### config.mk
export PLATFORM = sky130hd
export DESIGN_NAME = dur_top
export DESIGN_NICKNAME = d
export VERILOG_FILES = /design/src/rtl/dur_chan.v /design/src/rtl/dur_top.v
export VERILOG_INCLUDE_DIRS = /design/src /design/src/include
export SDC_FILE = /design/constraint.sdc
export NUM_CORES = 1
export LEC_CHECK = 0
export BUFFER_PORTS_ARGS = -buffer_cell sky130_fd_sc_hd__buf_2
export CAP_MARGIN = 10
export CELL_PAD_IN_SITES_DETAIL_PLACEMENT = 0
export CELL_PAD_IN_SITES_GLOBAL_PLACEMENT = 2
export CORE_MARGIN = 5
export CORE_UTILIZATION = 44
export DETAILED_ROUTE_END_ITERATION = 6
export HOLD_SLACK_MARGIN = 0.06
export PLACE_DENSITY_LB_ADDON = 0.25
export SYNTH_ARGS = -nofsm -noshare
export SYNTH_HDL_FRONTEND = slang
export SYNTH_HIERARCHICAL = 1
export SYNTH_SLANG_ARGS = --single-unit
### constraint.sdc
create_clock -name clk -period 4.65 [get_ports clk]
set_input_delay 0.93 -clock clk [delete_from_list [all_inputs] [get_ports clk]]
set_output_delay 0.93 -clock clk [all_outputs]
set_load 0.05 [all_outputs]
### src/include/dur_defs.vh
// Constants shared by the dual serial channel pin block
`ifndef DUR_DEFS_VH
`define DUR_DEFS_VH

// Register index within one channel (byte address = ch*stride + idx*4)
`define DUR_IDX_TXD   3'h0
`define DUR_IDX_RXD   3'h1
`define DUR_IDX_MCTL  3'h2
`define DUR_IDX_FEAT  3'h3
`define DUR_IDX_IEN   3'h4
`define DUR_IDX_STAT  3'h5
`define DUR_IDX_IST   3'h6
`define DUR_IDX_IMSK  3'h7
`define DUR_CH_STRIDE 8'h20

// Modem control bits
`define DUR_MC_DTR    0
`define DUR_MC_RTS    1
`define DUR_MC_OP2    3
`define DUR_MC_IR     6
// Feature and interrupt-enable bits for automatic flow control
`define DUR_FE_ARTS   6
`define DUR_FE_ACTS   7
// Interrupt status bits
`define DUR_IS_RXD    0
`define DUR_IS_TXD    1
`define DUR_IS_RXE    2
`define DUR_IS_MDM    3
// Line status bits
`define DUR_ST_RXF    0
`define DUR_ST_TXB    1
`define DUR_ST_TXF    2
`define DUR_ST_CTS    4
`define DUR_ST_DSR    5
`define DUR_ST_RI     6
`define DUR_ST_CD     7

// Reset values
`define DUR_RST_REG   8'h00
// Clock cycles per serial bit, and infrared pulse as a fraction of a bit
`define DUR_BIT_CYC   16'd16
`define DUR_IR_NUM    16'd3
`define DUR_IR_DEN    16'd16
// AXI responses
`define DUR_RESP_OK   2'h0
`define DUR_RESP_ERR  2'h2

`endif

### src/rtl/dur_chan.v
// One serial channel: transmitter, receiver, infrared coding, flow pins
`timescale 1ns/1ps
`include "dur_defs.vh"

module dur_chan #(
  parameter [15:0] BIT_CYC = `DUR_BIT_CYC
) (
  input  wire       clk,
  input  wire       rst_b,
  input  wire       txLoad,
  input  wire [7:0] txByte,
  input  wire       rxRead,
  input  wire       irMode,
  input  wire       autoCts,
  input  wire       autoRts,
  input  wire       rtsBit,
  input  wire       ctsN,
  input  wire       serialIn,
  output reg        serialOut,
  output reg        rtsN,
  output reg        rxReadyN,
  output reg        txBusy,
  output reg        txFull,
  output reg        rxFull,
  output reg  [7:0] rxByte,
  output reg        txDone,
  output reg        rxDone,
  output reg        rxErr
);
  localparam [15:0] IR_CYC =
    (BIT_CYC * `DUR_IR_NUM + `DUR_IR_DEN - 16'd1) / `DUR_IR_DEN;
  localparam [15:0] HALF = (BIT_CYC >> 1) - 16'd1;
  localparam [1:0] R_IDLE = 2'h0, R_START = 2'h1, R_DATA = 2'h2,
                   R_STOP = 2'h3;

  reg [7:0]  txHold_r;
  reg [9:0]  txSh_r;
  reg [3:0]  txBits_r;
  reg [15:0] txCnt_r;
  reg [15:0] irHold_r;
  reg        rxLine_r;
  reg [1:0]  rxSt_r;
  reg [15:0] rxCnt_r;
  reg [3:0]  rxBits_r;
  reg [7:0]  rxSh_r;
  wire       ctsHold = autoCts & ctsN;
  wire       txGo    = txFull & ~txBusy & ~ctsHold;
  wire       curBit  = txBusy ? txSh_r[0] : 1'b1;
  wire       irPulse = txBusy & ~txSh_r[0] &
                       (txCnt_r > BIT_CYC - 16'd1 - IR_CYC);
  wire       rxGot   = (rxSt_r == R_STOP) && (rxCnt_r == 16'h0000) &&
                       rxLine_r;
  wire       fullNxt = rxGot | (rxFull & ~rxRead);

  // ----
  // Transmitter
  // ----
  // Reset holds the line high; a byte waits in hold while CTS is off under auto CTS
  always @(posedge clk or negedge rst_b) begin
    if (!rst_b) begin
      txHold_r  <= 8'h00;
      txFull    <= 1'b0;
      txSh_r    <= 10'h3FF;
      txBits_r  <= 4'h0;
      txCnt_r   <= 16'h0000;
      txBusy    <= 1'b0;
      txDone    <= 1'b0;
      serialOut <= 1'b1;
    end else begin
      txDone <= 1'b0;
      if (txLoad && !txFull) begin
        txHold_r <= txByte;
        txFull   <= 1'b1;
      end
      if (txGo) begin
        txSh_r   <= {1'b1, txHold_r, 1'b0};
        txBits_r <= 4'hA;
        txCnt_r  <= BIT_CYC - 16'd1;
        txBusy   <= 1'b1;
        txFull   <= 1'b0;
      end else if (txBusy) begin
        if (txCnt_r == 16'h0000) begin
          txCnt_r  <= BIT_CYC - 16'd1;
          txSh_r   <= {1'b1, txSh_r[9:1]};
          txBits_r <= txBits_r - 4'h1;
          if (txBits_r == 4'h1) begin
            txBusy <= 1'b0;
            txDone <= 1'b1;
          end
        end else begin
          txCnt_r <= txCnt_r - 16'd1;
        end
      end
      // Infrared: short high pulse per zero bit, idle low
      // Standard: plain bit, idle high
      serialOut <= irMode ? irPulse : curBit;
    end
  end

  // ----
  // Receiver
  // ----
  // IR input idles low; a pulse (a zero bit) is
  // stretched one bit time for the frame logic.
  always @(posedge clk or negedge rst_b) begin
    if (!rst_b) begin
      irHold_r <= 16'h0000;
      rxLine_r <= 1'b1;
    end else begin
      if (serialIn)
        irHold_r <= BIT_CYC - 16'd1;
      else if (irHold_r != 16'h0000)
        irHold_r <= irHold_r - 16'd1;
      rxLine_r <= irMode ? ~(serialIn | (irHold_r != 16'h0000))
                         : serialIn;
    end
  end

  // Frame state machine, samples at mid-bit
  always @(posedge clk or negedge rst_b) begin
    if (!rst_b) begin
      rxSt_r   <= R_IDLE;
      rxCnt_r  <= 16'h0000;
      rxBits_r <= 4'h0;
      rxSh_r   <= 8'h00;
      rxByte   <= 8'h00;
      rxFull   <= 1'b0;
      rxReadyN <= 1'b1;
      rtsN     <= 1'b1;
      rxDone   <= 1'b0;
      rxErr    <= 1'b0;
    end else begin
      rxDone <= rxGot;
      rxErr  <= (rxGot & rxFull & ~rxRead) |
                ((rxSt_r == R_STOP) && (rxCnt_r == 16'h0000) &&
                 !rxLine_r);
      if (rxCnt_r != 16'h0000)
        rxCnt_r <= rxCnt_r - 16'd1;
      case (rxSt_r)
        R_IDLE: begin
          if (!rxLine_r) begin
            rxSt_r  <= R_START;
            rxCnt_r <= HALF;
          end
        end
        R_START: begin
          if (rxCnt_r == 16'h0000) begin
            rxSt_r   <= rxLine_r ? R_IDLE : R_DATA;
            rxCnt_r  <= BIT_CYC - 16'd1;
            rxBits_r <= 4'h8;
          end
        end
        R_DATA: begin
          if (rxCnt_r == 16'h0000) begin
            rxSh_r   <= {rxLine_r, rxSh_r[7:1]};
            rxBits_r <= rxBits_r - 4'h1;
            rxCnt_r  <= BIT_CYC - 16'd1;
            if (rxBits_r == 4'h1)
              rxSt_r <= R_STOP;
          end
        end
        default: begin
          if (rxCnt_r == 16'h0000)
            rxSt_r <= R_IDLE;
        end
      endcase
      if (rxGot)
        rxByte <= rxSh_r;
      rxFull   <= fullNxt;                              // New byte wins
      rxReadyN <= ~fullNxt;
      rtsN     <= ~(rtsBit & ~(autoRts & fullNxt));
    end
  end

endmodule // dur_chan

### src/rtl/dur_top.v
// Dual serial channel pin block with AXI4-Lite register access
//
// Summary of operation
// - Active-low receive-ready shows an unread received byte.
// - Infrared bit zero: plain serial transmit and receive.
// - Plain mode: transmit high in reset and when idle.
// - Infrared bit one: data through infrared encoder and decoder.
// - Infrared: encoder idles low, decoder takes low as inactive.
// - RTS active-low output; software asserts it before auto RTS.
// - CTS active-low input; gates transmit under auto CTS.
// - DTR is an active-low software output only.
// - DSR, CD and RI are readable inputs; a change sets the modem interrupt status.
// - Port-2 bit one: interrupt driven, port-2 pin low.
// - Port-2 bit zero: interrupt released, port-2 pin high.
// - Port-2 bit resets to zero: interrupt released, pin high.
// - Reset holds transmit high and ignores receive.
`timescale 1ns/1ps
`include "dur_defs.vh"

module dur_top #(
  parameter [15:0] BIT_CYC = `DUR_BIT_CYC,
  parameter        ADDR_W  = 8
) (
  input  wire              clk,
  input  wire              rst_b,
  // AXI4-Lite slave
  input  wire [ADDR_W-1:0] s_axi_awaddr,
  input  wire              s_axi_awvalid,
  output reg               s_axi_awready,
  input  wire [31:0]       s_axi_wdata,
  input  wire [3:0]        s_axi_wstrb,
  input  wire              s_axi_wvalid,
  output reg               s_axi_wready,
  output reg  [1:0]        s_axi_bresp,
  output reg               s_axi_bvalid,
  input  wire              s_axi_bready,
  input  wire [ADDR_W-1:0] s_axi_araddr,
  input  wire              s_axi_arvalid,
  output reg               s_axi_arready,
  output reg  [31:0]       s_axi_rdata,
  output reg  [1:0]        s_axi_rresp,
  output reg               s_axi_rvalid,
  input  wire              s_axi_rready,
  // Channel A pins
  output wire              serial_out_a,
  input  wire              serial_in_a,
  output wire              request_send_n_a,
  input  wire              clear_send_n_a,
  output reg               terminal_ready_n_a,
  input  wire              set_ready_n_a,
  input  wire              carrier_detect_n_a,
  input  wire              ring_indicator_n_a,
  output reg               output_port2_n_a,
  output reg               irq_out_a,
  output reg               irq_out_oe_a,
  output wire              rx_ready_n_a,
  // Channel B pins
  output wire              serial_out_b,
  input  wire              serial_in_b,
  output wire              request_send_n_b,
  input  wire              clear_send_n_b,
  output reg               terminal_ready_n_b,
  input  wire              set_ready_n_b,
  input  wire              carrier_detect_n_b,
  input  wire              ring_indicator_n_b,
  output reg               output_port2_n_b,
  output reg               irq_out_b,
  output reg               irq_out_oe_b,
  output wire              rx_ready_n_b
);

  // ----
  // Register storage, one entry per channel
  // ----
  reg  [7:0]        mctl_r [0:1];
  reg  [7:0]        feat_r [0:1];
  reg  [7:0]        ien_r  [0:1];
  reg  [3:0]        ist_r  [0:1];
  reg  [3:0]        imsk_r [0:1];
  reg  [3:0]        mdm_r  [0:1];   // Asserted levels {cd, ri, dsr, cts}
  reg  [ADDR_W-1:0] awAddr_r;
  reg  [7:0]        wData_r;
  reg               wLane_r;
  reg  [31:0]       rdData;
  reg               rdOk;
  integer           i;

  // Pins gathered per channel
  wire [1:0] serIn  = {serial_in_b, serial_in_a};
  wire [1:0] ctsN   = {clear_send_n_b, clear_send_n_a};
  wire [3:0] mdmIn0 = ~{carrier_detect_n_a, ring_indicator_n_a,
                        set_ready_n_a, clear_send_n_a};
  wire [3:0] mdmIn1 = ~{carrier_detect_n_b, ring_indicator_n_b,
                        set_ready_n_b, clear_send_n_b};

  // Channel outputs
  wire [1:0] serOut;
  wire [1:0] rtsN;
  wire [1:0] rxRdyN;
  wire [1:0] txBusy;
  wire [1:0] txFull;
  wire [1:0] rxFull;
  wire [1:0] txDone;
  wire [1:0] rxDone;
  wire [1:0] rxErr;
  wire [7:0] rxByte [0:1];

  // ----
  // Write and read decode
  // ----
  wire       doWr   = !s_axi_awready && !s_axi_wready && !s_axi_bvalid;
  wire       wrCh   = awAddr_r[5];
  wire [2:0] wrIdx  = awAddr_r[4:2];
  wire       wrOk   = (awAddr_r >> 6) == {ADDR_W{1'b0}};
  wire       wrByte = doWr & wrOk & wLane_r;
  wire       rdTake = s_axi_arvalid & s_axi_arready;
  wire       rdCh   = s_axi_araddr[5];
  wire [2:0] rdIdx  = s_axi_araddr[4:2];
  wire [1:0] txLoad;
  wire [1:0] rxRead;

  assign txLoad[0] = wrByte & ~wrCh & (wrIdx == `DUR_IDX_TXD);
  assign txLoad[1] = wrByte &  wrCh & (wrIdx == `DUR_IDX_TXD);
  // Reading the receive data register frees the holding register
  assign rxRead[0] = rdTake & rdOk & ~rdCh & (rdIdx == `DUR_IDX_RXD);
  assign rxRead[1] = rdTake & rdOk &  rdCh & (rdIdx == `DUR_IDX_RXD);

  // ----
  // Channel instances
  // ----
  // Two copies of one module, each with its own control bits
  genvar g;
  generate
    for (g = 0; g < 2; g = g + 1) begin : gCh
      dur_chan #(
        .BIT_CYC (BIT_CYC)
      ) uChan (
        .clk       (clk),
        .rst_b     (rst_b),
        .txLoad    (txLoad[g]),
        .txByte    (wData_r),
        .rxRead    (rxRead[g]),
        .irMode    (mctl_r[g][`DUR_MC_IR]),
        .autoCts   (feat_r[g][`DUR_FE_ACTS] &
                    ien_r[g][`DUR_FE_ACTS]),
        .autoRts   (feat_r[g][`DUR_FE_ARTS] &
                    ien_r[g][`DUR_FE_ARTS]),
        .rtsBit    (mctl_r[g][`DUR_MC_RTS]),
        .ctsN      (ctsN[g]),
        .serialIn  (serIn[g]),
        .serialOut (serOut[g]),
        .rtsN      (rtsN[g]),
        .rxReadyN  (rxRdyN[g]),
        .txBusy    (txBusy[g]),
        .txFull    (txFull[g]),
        .rxFull    (rxFull[g]),
        .rxByte    (rxByte[g]),
        .txDone    (txDone[g]),
        .rxDone    (rxDone[g]),
        .rxErr     (rxErr[g])
      );
    end
  endgenerate

  assign serial_out_a     = serOut[0];
  assign serial_out_b     = serOut[1];
  assign request_send_n_a = rtsN[0];
  assign request_send_n_b = rtsN[1];
  assign rx_ready_n_a     = rxRdyN[0];
  assign rx_ready_n_b     = rxRdyN[1];

  // ----
  // AXI4-Lite write channel
  // ----
  // Address and data in either order; response one cycle
  // after both, readies reopen on bready.
  always @(posedge clk or negedge rst_b) begin
    if (!rst_b) begin
      s_axi_awready <= 1'b1;
      s_axi_wready  <= 1'b1;
      s_axi_bvalid  <= 1'b0;
      s_axi_bresp   <= `DUR_RESP_OK;
      awAddr_r      <= {ADDR_W{1'b0}};
      wData_r       <= 8'h00;
      wLane_r       <= 1'b0;
    end else begin
      if (s_axi_awready && s_axi_awvalid) begin
        awAddr_r      <= s_axi_awaddr;
        s_axi_awready <= 1'b0;
      end
      if (s_axi_wready && s_axi_wvalid) begin
        wData_r      <= s_axi_wdata[7:0];
        wLane_r      <= s_axi_wstrb[0];
        s_axi_wready <= 1'b0;
      end
      if (doWr) begin
        s_axi_bvalid <= 1'b1;
        s_axi_bresp  <= wrOk ? `DUR_RESP_OK : `DUR_RESP_ERR;
      end
      if (s_axi_bvalid && s_axi_bready) begin
        s_axi_bvalid  <= 1'b0;
        s_axi_awready <= 1'b1;
        s_axi_wready  <= 1'b1;
      end
    end
  end

  // ----
  // Read mux
  // ----
  // Upper bits read as zero; addresses above both channels are errors
  always @* begin
    rdData = 32'h0000_0000;
    rdOk   = (s_axi_araddr >> 6) == {ADDR_W{1'b0}};
    if (rdIdx == `DUR_IDX_RXD) begin
      rdData[7:0] = rxByte[rdCh];
    end else if (rdIdx == `DUR_IDX_MCTL) begin
      rdData[7:0] = mctl_r[rdCh];
    end else if (rdIdx == `DUR_IDX_FEAT) begin
      rdData[7:0] = feat_r[rdCh];
    end else if (rdIdx == `DUR_IDX_IEN) begin
      rdData[7:0] = ien_r[rdCh];
    end else if (rdIdx == `DUR_IDX_STAT) begin
      rdData[`DUR_ST_RXF] = rxFull[rdCh];
      rdData[`DUR_ST_TXB] = txBusy[rdCh];
      rdData[`DUR_ST_TXF] = txFull[rdCh];
      rdData[7:4]         = mdm_r[rdCh];
    end else if (rdIdx == `DUR_IDX_IST) begin
      rdData[3:0] = ist_r[rdCh];
    end else if (rdIdx == `DUR_IDX_IMSK) begin
      rdData[3:0] = imsk_r[rdCh];
    end
    if (!rdOk)
      rdData = 32'h0000_0000;
  end

  // ----
  // AXI4-Lite read channel
  // ----
  // Data is captured at the address handshake and offered next cycle
  always @(posedge clk or negedge rst_b) begin
    if (!rst_b) begin
      s_axi_arready <= 1'b1;
      s_axi_rvalid  <= 1'b0;
      s_axi_rdata   <= 32'h0000_0000;
      s_axi_rresp   <= `DUR_RESP_OK;
    end else begin
      if (rdTake) begin
        s_axi_arready <= 1'b0;
        s_axi_rvalid  <= 1'b1;
        s_axi_rdata   <= rdData;
        s_axi_rresp   <= rdOk ? `DUR_RESP_OK : `DUR_RESP_ERR;
      end
      if (s_axi_rvalid && s_axi_rready) begin
        s_axi_rvalid  <= 1'b0;
        s_axi_arready <= 1'b1;
      end
    end
  end

  // ----
  // Control registers, modem sampling and interrupt status
  // ----
  // A hardware event in the same cycle as a write-one clear stays set.
  // Modem inputs feed status and the change event; CTS also gates the
  // transmit path under auto CTS, and none reach the receive path.
  always @(posedge clk or negedge rst_b) begin
    if (!rst_b) begin
      for (i = 0; i < 2; i = i + 1) begin
        mctl_r[i] <= `DUR_RST_REG;
        feat_r[i] <= `DUR_RST_REG;
        ien_r[i]  <= `DUR_RST_REG;
        ist_r[i]  <= 4'h0;
        imsk_r[i] <= 4'h0;
        mdm_r[i]  <= 4'h0;
      end
    end else begin
      mdm_r[0] <= mdmIn0;
      mdm_r[1] <= mdmIn1;
      for (i = 0; i < 2; i = i + 1) begin
        if (wrByte && (wrCh == i[0])) begin
          if (wrIdx == `DUR_IDX_MCTL)
            mctl_r[i] <= wData_r;
          else if (wrIdx == `DUR_IDX_FEAT)
            feat_r[i] <= wData_r;
          else if (wrIdx == `DUR_IDX_IEN)
            ien_r[i] <= wData_r;
          else if (wrIdx == `DUR_IDX_IMSK)
            imsk_r[i] <= wData_r[3:0];
          else if (wrIdx == `DUR_IDX_IST)
            ist_r[i] <= ist_r[i] & ~wData_r[3:0];
        end
        // Set after clear so that a simultaneous event wins
        if (rxDone[i])
          ist_r[i][`DUR_IS_RXD] <= 1'b1;
        if (txDone[i])
          ist_r[i][`DUR_IS_TXD] <= 1'b1;
        if (rxErr[i])
          ist_r[i][`DUR_IS_RXE] <= 1'b1;
        if (mdm_r[i] != (i[0] ? mdmIn1 : mdmIn0))
          ist_r[i][`DUR_IS_MDM] <= 1'b1;
      end
    end
  end

  // ----
  // Pin outputs from control bits
  // ----
  // Interrupt pin shares its control bit with port 2, so a design
  // cannot use both independently.
  always @(posedge clk or negedge rst_b) begin
    if (!rst_b) begin
      terminal_ready_n_a <= 1'b1;
      terminal_ready_n_b <= 1'b1;
      output_port2_n_a   <= 1'b1;
      output_port2_n_b   <= 1'b1;
      irq_out_oe_a       <= 1'b0;
      irq_out_oe_b       <= 1'b0;
      irq_out_a          <= 1'b0;
      irq_out_b          <= 1'b0;
    end else begin
      terminal_ready_n_a <= ~mctl_r[0][`DUR_MC_DTR];
      terminal_ready_n_b <= ~mctl_r[1][`DUR_MC_DTR];
      output_port2_n_a   <= ~mctl_r[0][`DUR_MC_OP2];
      output_port2_n_b   <= ~mctl_r[1][`DUR_MC_OP2];
      irq_out_oe_a       <= mctl_r[0][`DUR_MC_OP2];
      irq_out_oe_b       <= mctl_r[1][`DUR_MC_OP2];
      irq_out_a          <= |(ist_r[0] & imsk_r[0]);
      irq_out_b          <= |(ist_r[1] & imsk_r[1]);
    end
  end

endmodule // dur_top

== Word level (Yosys, flattened, before mapping) ==
Cells that the tools add are included.
Widths: inputs -> output; s select.
Operators by class
  reduce and logical (&&, ||, !) cells: 96
  $lt $le $gt $ge: 4
  multiplexer cells: 145
  bitwise operators: 75
  add/sub/neg operators: 10
  equal/unequal tests: 64
Operator list (number)
  $mux 16: 16
  $mux 4: 34
  $mux 8: 17
  $sub 16x1->16 const B: 6
  $ne 2x1->1 const B: 38
  $logic_not 16->1: 4
  $pmux 16 s2: 2
  $reduce_bool 16->1: 4
  $reduce_bool 2->1: 32
  $mux 10: 6
  $mux 1: 51
  $reduce_and 6->1: 8
  $and 1x1->1: 36
  $gt 16x4->1 const B: 2
  $mux 2: 14
  $not 1->1: 25
  $eq 3x3->1 const B: 7
  $reduce_and 5->1: 4
  $and 4x4->4: 4
  $eq 4x1->1 const B: 4
  $logic_and 1x1->1: 16
  $logic_not 8->1: 2
  $pmux 4 s2: 2
  $sub 4x1->4 const B: 4
  other kinds (21): 56
Word-level totals
  input port bits: 69
  bits in registers: 342
  output and inout bits: 55
  word-level logic and storage cells: 471

== Depth between registers and ports, before layout ==
Gate-level depths: netlist (run 1).
  word-level depth: 12
  mapped depth: 12
  gate-level depth less buffers: 10

== Modules after synthesis ==
The synthesis (run 1) kept the hierarchy.
By module, submodules not included
  dur_top: area an instance 5375.2 sq um, cells an instance 434, sequential area each 2761.4 sq um, instances 1
  dur_chan (gCh[1].uChan): area an instance 5258.8 sq um, cells an instance 495, sequential area each 2543.7 sq um, instances 1
  dur_chan (gCh[0].uChan): area an instance 5198.7 sq um, cells an instance 479, sequential area each 2543.7 sq um, instances 1

== Least setup slack after synthesis (run 1) ==
OpenSTA, ideal clock, no wires.
  kind: register -> register
  from: reg s_axi_bvalid
  to: reg gCh[0].uChan.txHold_r[0]
  data required time: 4525 ps
  period minus slack after synthesis: 2352 ps
  data arrival time: 2228 ps
  stages on the path, launching flop included: 8
  setup time: 125 ps
  setup slack: 2298 ps
  buffers on the path: 1
  cell sequence: dfrtp_1 > nor3_4 > nand3_2 > or3_4 > nor3_1 > nor2b_1 > clkbuf_1 > mux2_2
Between the ends
  cells in the longest elaborated chain, start to end: 7
Ends and longest elaborated chain
  start: declaration: line dur_top.v:35  | output reg s_axi_bvalid,
  start signal: assignment: line dur_top.v:181  | s_axi_bvalid <= 1'b0;
  start signal: assignment: line dur_top.v:197  | s_axi_bvalid <= 1'b1;
  start signal: assignment: line dur_top.v:201  | s_axi_bvalid <= 1'b0;
  $logic_not 1->1: line dur_top.v:111  | wire doWr = !s_axi_awready && !s_axi_wready && !s_axi_bvalid;
  $logic_and 1x1->1: line dur_top.v:111
  $and 1x1->1 (2 in series): line dur_top.v:115  | wire wrByte = doWr & wrOk & wLane_r;
  $and 1x1->1 (2 in series): line dur_top.v:122  | assign txLoad[0] = wrByte & ~wrCh & (wrIdx == `DUR_IDX_TXD);
  net txLoad[0]: line dur_top.v:119  | wire [1:0] txLoad;
  $logic_and 1x1->1: line dur_chan.v:71  | if (txLoad && !txFull) begin
  end signal: assignment: line dur_chan.v:72  | txHold_r <= txByte;
  end: declaration: line dur_chan.v:36  | reg [7:0] txHold_r;
The timed path passes the listed nets, and every way through them passes these cells.
A chain may end at the register's enable or synchronous reset.

== Final worst setup path (run 1) ==
  from: reg gCh[0].uChan.rxCnt_r[0]
  to: reg gCh[0].uChan.rxCnt_r[10]
Between the ends
  cells in the longest elaborated chain, start to end: 4
  elaborated cells on any way between the ends: 7
  those cells by class: 1 x add/sub; 4 x mux; 2 x reduce/logical
Ends and longest elaborated chain
  start: declaration: line dur_chan.v:43  | reg [15:0] rxCnt_r;
  start signal: assignment: line dur_chan.v:138  | rxCnt_r <= rxCnt_r - 16'd1;
  start signal: assignment: line dur_chan.v:149  | rxCnt_r <= BIT_CYC - 16'd1;
  start signal: assignment: line dur_chan.v:157  | rxCnt_r <= BIT_CYC - 16'd1;
  $sub 16x1->16 or $reduce_bool 16->1 (tied branches): line dur_chan.v:138, dur_chan.v:137
  $mux 16: line dur_chan.v:137  | if (rxCnt_r != 16'h0000)
  $mux 16, on equally long branches: line dur_chan.v:147, dur_chan.v:154, dur_chan.v:141
  $pmux 16 s2 *: line dur_chan.v:139  | case (rxSt_r)
Mark *: on every way between the ends. The rest lies on a longest branch, timed or not.

==> impl_metrics.env, run 1 <==
export IMPL_ys_warn_count=6
export IMPL_cts_tree="done"
export IMPL_syn_inst=1408
export IMPL_cp_required_ps=5000
export IMPL_cts_sinks=312
export IMPL_syn_to_final_growth_pct=13.0
export IMPL_nets=1563
export IMPL_cts_clk_slew_worst_paths_ps=60
export IMPL_grt_pass1_vias=10900
export IMPL_ant_nets=0
export IMPL_maxCapViolations=0
export IMPL_core_area_um2=35600
export IMPL_dp_hpwl_um=24200
export IMPL_rr_startpoint="gCh[0].uChan/rxCnt_r[0]"
export IMPL_post_route_util_pct=50.3
export IMPL_synthArstFlopShare_pct=100
export IMPL_reg2regPathDepth=7
export IMPL_drc_errors=0
export IMPL_status="finished clean"
export IMPL_avgSynthCellArea_um2=11.2
export IMPL_place_inst=1885
export IMPL_netlist_area_um2=15800
export IMPL_crit_type="flop to flop"
export IMPL_setup_worst_path_start_class="flop"
export IMPL_start_util_pct=44.5
export IMPL_port_buffers=66
export IMPL_worstReg2RegEnd="gCh[0].uChan/rxCnt_r[10]"
export IMPL_grt_overflow=0
export IMPL_fin_area_um2=17900
export IMPL_post_cts_resize_count=0
export IMPL_track_usage_pct=18.2
export IMPL_drive_above_1_share_pct=25.4
export IMPL_wl_per_cell_um=18.4
export IMPL_die_area_um2=39900
export IMPL_h_tree_depth=2
export IMPL_post_cts_buffers=0
export IMPL_setup_viol=0
export IMPL_drt_initial_drc_count=607
export IMPL_ff2ff_setup_slack_ps=1680
export IMPL_hold_class="input pin to async pin"
export IMPL_grt_antenna_before_repair=2
export IMPL_hold_viol_final=0
export IMPL_place_ws_ps=1510
export IMPL_synth_edf_count=0
export IMPL_wl_um=35900
export IMPL_place_congestion=0.798
export IMPL_ir_drop_v=0.000433
export IMPL_design_portCount=124
export IMPL_crit_path_end_kind="flop"
export IMPL_die_x_um=200
export IMPL_slew_viol_final=0
export IMPL_worst_endpoint_arrival_ps=3330
export IMPL_cts_buffers=38
export IMPL_floorplan_rows=69
export IMPL_clock_fmax_mhz=336
export IMPL_ys_ff_latch=312
export IMPL_p_per_area_nw_per_um2=548
export IMPL_dr_pass1_iters=5
export IMPL_num_fill_cells=3207
export IMPL_fin_crit_sh_pct=63.9
export IMPL_fin_skew_ps=17.5
export IMPL_clock_latency_ps=530
export IMPL_cts_root_buf="clkbuf_16"
export IMPL_instances_no_fill=1955
export IMPL_die_h_um=200
export IMPL_grt_pass1_wl_um=59100
export IMPL_clock_path_buffers=3
export IMPL_vias=10800
export IMPL_max_slew_margin_pct=26.8
export IMPL_place_area_um2=16400
export IMPL_yosysSeqAreaShare_pct=49.6
export IMPL_rsz0062_at_grt="false"
export IMPL_worstMarginPinSlew_ps=1100
export IMPL_finalSetupTns_ps=0
export IMPL_critPathMaxFanout=15
export IMPL_antenna_cells=0
export IMPL_synth_ff_type="dfrtp_1"
export IMPL_p_leak_uw=0.00830
export IMPL_grt_start_max_net_pins=110
export IMPL_cts_hold_buf=0
export IMPL_fin_ws_ps=1680
export IMPL_ys_types=94
export IMPL_period_needed_ps=2970
export IMPL_avgViaCountPerCell=5.54
-- state kept, by name, indices dropped and copies added, names as in the netlist, 16 cells and up --
signal	count
gCh.uChan/rxSh_r	16
gCh.uChan/irHold_r	32
gCh.uChan/txHold_r	16
gCh.uChan/rxByte	16
gCh.uChan/txSh_r	18
gCh.uChan/txCnt_r	32
feat_r	16
gCh.uChan/rxCnt_r	32
ien_r	16
mctl_r	16
-- synth_stat cells, types with 23 or more instances --
master	count	area (µm²)
dfrtp_1	279	6980
mux2_2	141	1590
nor2_1	88	330
a21oi_1	76	380
nand2_1	74	278
inv_1	62	233
o21ai_0	49	245
mux2i_1	41	410
dfstp_2	33	867
ha_1	30	375
buf_4	28	210
nor3_1	27	135
buf_2	26	130
clkbuf_1	24	90.1
nor2b_1	24	150
or3_1	23	144
-- per-layer routing --
metal	part of all wire (%)	vias to the layer above	GRT usage [%]
met5	0.075	-	0
met4	2.0	4	4.53
met3	3.2	54	2.85
met2	46	135	28.3
met1	49	5457	26.8
li1	-	5186	-
-- per-stage QoR --
stage	hold slack [ps]	total power, µW
global route	409	10400
finish	381	9800
global placement	397	6460
detailed placement	396	6520
CTS	388	9940
floorplan	376	5760
-- cell families after synthesis --
logic type	count (synthesis)	share of synthesized area, %
multiplexers	215	15.7
AO/OA/AOI/OAI	281	11.8
flip-flops	312	49.6
adder cells (fa/ha/maj)	30	2.37
other	1	0.0237
XOR/XNOR	26	1.44
buffers and inverters	148	4.65
AND/OR/NAND/NOR	395	14.4
-- layout by cell type, fill, tap and decap left out, types with 8 or more instances in the layout --
master and count:
dfrtp_1 279, mux2_2 141, nor2_1 88, a21oi_1 76, nand2_1 74, buf_2 65, inv_1 62, o21ai_0 49
mux2i_1 41, clkbuf_16 41, dfstp_2 33, ha_1 30, nor3_1 27, conb_1 26, nor2b_1 24, or3_1 23
xor2_1 22, a22oi_1 18, mux2_4 18, nand2b_1 17, or4_1 17, nand3_1 17, o31ai_1 16, o211ai_1 12
clkbuf_8 12, nor4_1 12, a21o_1 11, nand4_1 10, mux2_1 10, and3_1 9, o2111ai_1 9, and2_1 8
a31oi_1 8, o21ai_1 8
-- worst max path at each step --
stage	endpoint	depth (start not counted)	start
after floorplan	gCh[0].uChan/txHold_r[0]	7	s_axi_bvalid
after global placement	s_axi_rdata[0]	7	s_axi_araddr[5]
after detailed placement	s_axi_rdata[0]	7	s_axi_araddr[5]
after CTS	gCh[0].uChan/rxCnt_r[10]	7	gCh[0].uChan/rxCnt_r[0]
after global routing	gCh[0].uChan/rxCnt_r[7]	7	gCh[0].uChan/rxCnt_r[0]
final	gCh[0].uChan/rxCnt_r[10]	7	gCh[0].uChan/rxCnt_r[0]
-- critical path, cell delays in order, from the launching register on --
cell and delay (ps):
dfrtp_1 440, inv_1 100, ha_1 140, nor4b_2 230
and4_1 590, inv_2 270, a21oi_1 930, a21oi_1 90
-- power by group --
group          switching (µW)  total, µW  internal, µW
Clock                    1170       3350          2180
Combinational            1450       2470          1020
Sequential                655       3990          3330
Total                    3270       9800          6540
-- area by class of cell --
| cell class | count | area (µm²) | share of cell area, % |
|---|---|---|---|
| Tap cell | 461 | 577 | 3.22 |
| Timing Repair Buffer | 75 | 433 | 2.42 |
| Inverter | 64 | 240 | 1.34 |
| Sequential cell | 312 | 7850 | 43.9 |
| Clock buffer | 58 | 1210 | 6.76 |
| Clock inverter | 12 | 240 | 1.34 |
| Multi-Input combinational cell | 973 | 7340 | 41.0 |
Power figures use the tool's default switching activity.
==> run 2, diff against run 1 <==
--- a/config.mk
+++ b/config.mk
@@ -11,7 +11,7 @@
 export CELL_PAD_IN_SITES_DETAIL_PLACEMENT = 0
 export CELL_PAD_IN_SITES_GLOBAL_PLACEMENT = 2
 export CORE_MARGIN = 5
-export CORE_UTILIZATION = 44
+export CORE_UTILIZATION = 37
 export DETAILED_ROUTE_END_ITERATION = 6
 export HOLD_SLACK_MARGIN = 0.06
 export PLACE_DENSITY_LB_ADDON = 0.25
==> constraint.sdc (replaced) <==
create_clock -name clk -period 2.51 [get_ports clk]
set_input_delay 0.502 -clock clk [delete_from_list [all_inputs] [get_ports clk]]
set_output_delay 0.502 -clock clk [all_outputs]
set_load 0.05 [all_outputs]
==> impl_metrics.env, run 2 (same netlist as run 1, synthesis figures left out) <==
export IMPL_status="finished clean"
export IMPL_post_cts_buffers=0
export IMPL_vias=11000
export IMPL_fin_skew_ps=15.4
export IMPL_ff2ff_setup_slack_ps=260
export IMPL_post_cts_resize_count=0
export IMPL_num_fill_cells=4005
export IMPL_grt_antenna_before_repair=4
export IMPL_h_tree_depth=2
export IMPL_cts_buffers=37
export IMPL_start_util_pct=37.6
export IMPL_hold_viol_final=0
export IMPL_hold_class="input pin to flop"
export IMPL_fin_crit_sh_pct=89.5
export IMPL_seqCellArea_um2=7850
export IMPL_drive_above_1_share_pct=26.8
export IMPL_maxCapViolations=0
export IMPL_clock_path_buffers=3
export IMPL_core_area_um2=42100
export IMPL_cts_sinks=312
export IMPL_crit_type="flop to flop"
export IMPL_ant_nets=0
export IMPL_clock_fmax_mhz=445
export IMPL_finalHoldWorstSlack_ps=124
export IMPL_reg_top3="gCh.uChan/irHold_r x32, gCh.uChan/rxCnt_r x32, gCh.uChan/txCnt_r x32"
export IMPL_power_uw=17800
export IMPL_p_leak_uw=0.00842
export IMPL_rsz0062_at_grt="false"
export IMPL_grt_start_max_net_pins=89
export IMPL_dp_hpwl_um=25700
export IMPL_finalSetupTns_ps=0
export IMPL_clock_latency_ps=540
export IMPL_floorplan_rows=75
export IMPL_nets=1601
export IMPL_crit_path_end_kind="flop"
export IMPL_worst_endpoint_arrival_ps=2670
export IMPL_cp_required_ps=2930
export IMPL_syn_to_final_growth_pct=14.5
export IMPL_setup_worst_path_start_class="flop"
export IMPL_final_cell_mix="279 x dfrtp_1, 141 x mux2_2, 88 x nor2_1"
export IMPL_cts_clk_slew_worst_paths_ps=60
export IMPL_wl_um=37900
export IMPL_die_x_um=217
export IMPL_dr_pass1_iters=5
export IMPL_fin_area_um2=18100
export IMPL_cts_root_buf="clkbuf_16"
export IMPL_cts_tree="done"
export IMPL_avgViaCountPerCell=5.31
export IMPL_drt_initial_drc_count=626
export IMPL_die_area_um2=47000
export IMPL_layout_commonest_cell="dfrtp_1"
export IMPL_track_usage_pct=16.3
export IMPL_max_slew_margin_pct=48.6
export IMPL_p_per_area_nw_per_um2=982
export IMPL_post_route_util_pct=43.0
export IMPL_port_buffers=66
export IMPL_grt_pass1_vias=11300
export IMPL_wl_per_cell_um=18.3
export IMPL_multiInputGateArea_um2=7340
export IMPL_grt_pass1_wl_um=62900
export IMPL_grt_overflow=0
export IMPL_die_h_um=217
export IMPL_worstMarginPinSlew_ps=768
export IMPL_design_portCount=124
export IMPL_slew_viol_final=0
export IMPL_critPathMaxFanout=8
export IMPL_cts_hold_buf=1
export IMPL_period_needed_ps=2250
export IMPL_place_area_um2=16800
export IMPL_setup_viol=0
export IMPL_ir_drop_v=0.000493
export IMPL_drc_errors=0
export IMPL_place_congestion=0.780
## run 2: cell types whose count changed in the layout (fill, tap and decap cells not counted), sizes merged, moves of 2 or more
cell / previous run / this run
diode: 0 / 2
buf: 75 / 113
clkbuf: 58 / 55
clkinv: 3 / 5
bufinv: 7 / 4
## run 2: power breakdown
part,internal (µW),switching [µW]
combinational,2050,2730
clock,3460,2150
sequential,6170,1240
## run 2: worst paths after layout
path,startpoint,endpoint,cells past startpoint
worst max-delay path,awAddr_r[6],gCh[0].uChan/txHold_r[3],8
worst min-delay path,s_axi_awvalid,s_axi_awready,2
worst max register to register,awAddr_r[6],gCh[0].uChan/txHold_r[3],8
worst min register to register,mctl_r[8],terminal_ready_n_a,1
max in group asynchronous,rst_b,gCh[1].uChan/rxReadyN,3
min in group asynchronous,rst_b,awAddr_r[7],2
## run 2: layout make-up
class,instances,share of cell area [%]
clock inverters,11,0.890
clock buffers,55,6.10
well taps,539,3.72
inverters,64,1.32
multi-input cells,973,40.5
repair buffers,114,4.15
flip-flops and latches,312,43.3
diodes,2,0.0276
## run 2: routing by layer
layer	global-route usage, %	share of wire, %	vias to the layer above
met2	25.4	45	148
met3	2.81	3.5	59
met1	23.4	49	5525
li1	-	-	5265
met4	5.03	2.4	2
met5	0	0.034	-
## run 2: metrics by stage
| stage | instances | worst slack [ps] |
|---|---|---|
| 6_report | 2070 | 264 |
| 2_1_floorplan | 1433 | 158 |
| 3_5_place_dp | 2001 | 249 |
| 4_1_cts | 2068 | 223 |
| 5_1_grt | 2069 | 66.3 |
| 3_3_place_gp | 2001 | 262 |
## run 2: critical path, stage by stage, from the launching register on
cell	delay [ps]
dfrtp_1	370
nor2_1	230
nand3_2	150
or3_4	370
nor3_1	140
buf_4	150
nor2b_1	170
buf_4	200
mux2_2	350
==> run 3, diff against run 2 <==
--- a/config.mk
+++ b/config.mk
@@ -6,12 +6,13 @@
 export SDC_FILE = /design/constraint.sdc
 export NUM_CORES = 1
 export LEC_CHECK = 0
+export ABC_AREA = 1
 export BUFFER_PORTS_ARGS = -buffer_cell sky130_fd_sc_hd__buf_2
 export CAP_MARGIN = 10
 export CELL_PAD_IN_SITES_DETAIL_PLACEMENT = 0
 export CELL_PAD_IN_SITES_GLOBAL_PLACEMENT = 2
 export CORE_MARGIN = 5
-export CORE_UTILIZATION = 37
+export CORE_UTILIZATION = 33
 export DETAILED_ROUTE_END_ITERATION = 6
 export HOLD_SLACK_MARGIN = 0.06
 export PLACE_DENSITY_LB_ADDON = 0.25
==> impl_metrics.env, run 3 <==
export IMPL_synth_edf_count=0
export IMPL_nets=2034
export IMPL_synth_ff_type="dfrtp_1"
export IMPL_netlist_area_um2=15600
export IMPL_status="finished clean"
export IMPL_floorplan_rows=79
export IMPL_place_congestion=0.797
export IMPL_rr_startpoint="gCh[1].uChan/rxCnt_r[0]"
export IMPL_syn_to_final_growth_pct=15.7
export IMPL_vias=11900
export IMPL_clock_latency_ps=540
export IMPL_design_portCount=124
export IMPL_ys_types=49
export IMPL_hp_start="s_axi_arvalid"
export IMPL_synth_compound_area_share_pct=10.1
export IMPL_drc_errors=0
export IMPL_setup_viol=0
export IMPL_yosysSeqAreaShare_pct=50.2
export IMPL_avgSynthCellArea_um2=8.49
export IMPL_start_util_pct=33.5
export IMPL_crit_type="flop to flop"
export IMPL_track_usage_pct=15.1
export IMPL_synth_top_area_cell="dfrtp_1"
export IMPL_cts_root_buf="clkbuf_16"
export IMPL_swShare_pct=35.2
export IMPL_yosys_area_share_simple_pct=24.9
export IMPL_p_leak_uw=0.00887
export IMPL_dr_pass1_iters=5
export IMPL_synth_top_cells_by_count="442 x nand2_1, 279 x dfrtp_1, 210 x nor2_1"
export IMPL_ant_nets=0
export IMPL_cts_sinks=312
export IMPL_wl_per_cell_um=15.1
export IMPL_switching_power_uw=6180
export IMPL_port_buffers=66
export IMPL_fin_skew_ps=7.72
export IMPL_worstMarginPinSlew_ps=626
export IMPL_drt_initial_drc_count=581
export IMPL_wl_met3_um=1320
export IMPL_internal_power_uw=11400
export IMPL_antenna_cells=0
export IMPL_p_seq_share_pct=38.8
export IMPL_synth_most_common_cell="nand2_1"
export IMPL_grt_pass1_vias=12200
export IMPL_comb_power_share_pct=26.1
export IMPL_maxCapViolations=0
export IMPL_wl_um=38900
export IMPL_final_cell_mix="442 x nand2_1, 279 x dfrtp_1, 210 x nor2_1"
export IMPL_drive_above_1_share_pct=15.7
export IMPL_fin_crit_sh_pct=81.1
export IMPL_dp_hpwl_um=28200
export IMPL_die_area_um2=51900
export IMPL_synth_top_area_share_pct=44.6
export IMPL_critPathMaxFanout=10
export IMPL_cp_required_ps=2940
export IMPL_grt_pass1_wl_um=64900
export IMPL_maxUsedRoutingLayer="met5"
export IMPL_die_h_um=228
export IMPL_synth_xor_xnor_area_share_pct=2.69
export IMPL_period_needed_ps=2040
export IMPL_dr_wl_met2_um=18400
export IMPL_hold_viol_final=0
export IMPL_clock_path_buffers=3
export IMPL_syn_inst=1842
export IMPL_rsz0062_at_grt="false"
export IMPL_max_slew_margin_pct=58.1
export IMPL_h_tree_depth=2
export IMPL_synth_top_family_by_area="simple AND/OR/NAND/NOR gates"
export IMPL_p_per_area_nw_per_um2=971
export IMPL_ir_drop_v=0.000493
export IMPL_core_area_um2=46800
export IMPL_post_cts_buffers=0
export IMPL_cts_tree="done"
export IMPL_clock_fmax_mhz=491
export IMPL_reg2regPathDepth=9
export IMPL_setup_worst_path_start_class="flop"
export IMPL_cp_startpoint="gCh[1].uChan/rxCnt_r[0]"
export IMPL_hold_class="input pin to flop"
export IMPL_muxShareOfSynthArea_pct=1.88
export IMPL_min_path_cells=2
export IMPL_cts_clk_slew_worst_paths_ps=60
export IMPL_reg_top3="gCh.uChan/irHold_r x32, gCh.uChan/rxCnt_r x32, gCh.uChan/txCnt_r x32"
export IMPL_ys_ff_latch=312
export IMPL_power_uw=17600
export IMPL_crit_path_end_kind="flop"
export IMPL_die_x_um=228
export IMPL_met1_length_um=18000
export IMPL_synth_area_leaders="dfrtp_1 45%, nand2_1 11%, dfstp_2 5.5%"
export IMPL_grt_antenna_before_repair=2
export IMPL_synthArstFlopShare_pct=100
export IMPL_grt_overflow=0
export IMPL_finalSetupTns_ps=0
export IMPL_ys_warn_count=6
export IMPL_synth_fa_ha_area_share_pct=2.40
export IMPL_cts_buffers=39
export IMPL_layout_commonest_cell="nand2_1"
export IMPL_grt_start_max_net_pins=68
export IMPL_clockPowerShare_pct=35.0
export IMPL_slew_viol_final=0
export IMPL_worst_endpoint_arrival_ps=2460
export IMPL_avgViaCountPerCell=4.63
run 3: worst paths after layout:
path	end	slack (ps)
worst max register to register	gCh[1].uChan/rxCnt_r[8]	470
worst max-delay path	gCh[1].uChan/rxCnt_r[8]	470
max in group asynchronous	gCh[1].uChan/txSh_r[0]	1150
min in group asynchronous	wData_r[3]	530
worst min register to register	terminal_ready_n_a	400
worst min-delay path	s_axi_arready	120
run 3: cells by family after synthesis:
logic type | after synthesis
multiplexers | 27
XOR/XNOR | 48
AO/OA/AOI/OAI | 269
AND/OR/NAND/NOR | 879
flip-flops | 312
other | 1
adder cells (fa/ha/maj) | 30
buffers and inverters | 276
run 3: per-layer routing:
| layer | up-vias | GRT usage [%] |
|---|---|---|
| li1 | 6056 | - |
| met1 | 5661 | 20.1 |
| met2 | 120 | 25.2 |
| met3 | 62 | 3.20 |
| met4 | 4 | 4.44 |
| met5 | - | 0 |
run 3: layout make-up:
class / instances / area, µm²
fillers: 4780 / 28700
flip-flops and latches: 312 / 7850
multi-input cells: 1279 / 6660
clock buffers: 57 / 1170
inverters: 215 / 812
well taps: 607 / 759
repair buffers: 88 / 596
clock inverters: 14 / 251
run 3: critical path: stages (launching register included):
cell and delay, ps:
dfrtp_1 380, inv_1 150, ha_1 250, nand2_1 110, nor2_4 200, nand3_2 250
nand2_1 200, nand2_2 170, o21ai_0 130, a21oi_1 60
run 3: through the flow:
stage               worst slack, ps  cells  hold slack, ps  util, %  area [µm²]
floorplan                       602   1867             206        -       15700
global placement                470   2500             390     35.7       16700
detailed placement              443   2500             393     35.7       16700
CTS                             424   2572            85.3     38.7       18100
global route                    283   2572            98.7     38.7       18100
finish                          474   2572             125     38.7       18100
run 3: power by group through the flow:
stage | logic (µW) | registers [µW] | clock network [µW]
after floorplan | 2990 | 7190 | 0
after CTS | 4690 | 6850 | 6360
after global placement | 4610 | 6910 | 0
after global routing | 5210 | 6970 | 6570
after detailed placement | 4660 | 6920 | 0
final | 4590 | 6820 | 6150
run 3: what timing repair did:
action,CTS,global route
gates resized for setup,0,0
endpoints found under the hold margin,50,0
hold buffers,1,0
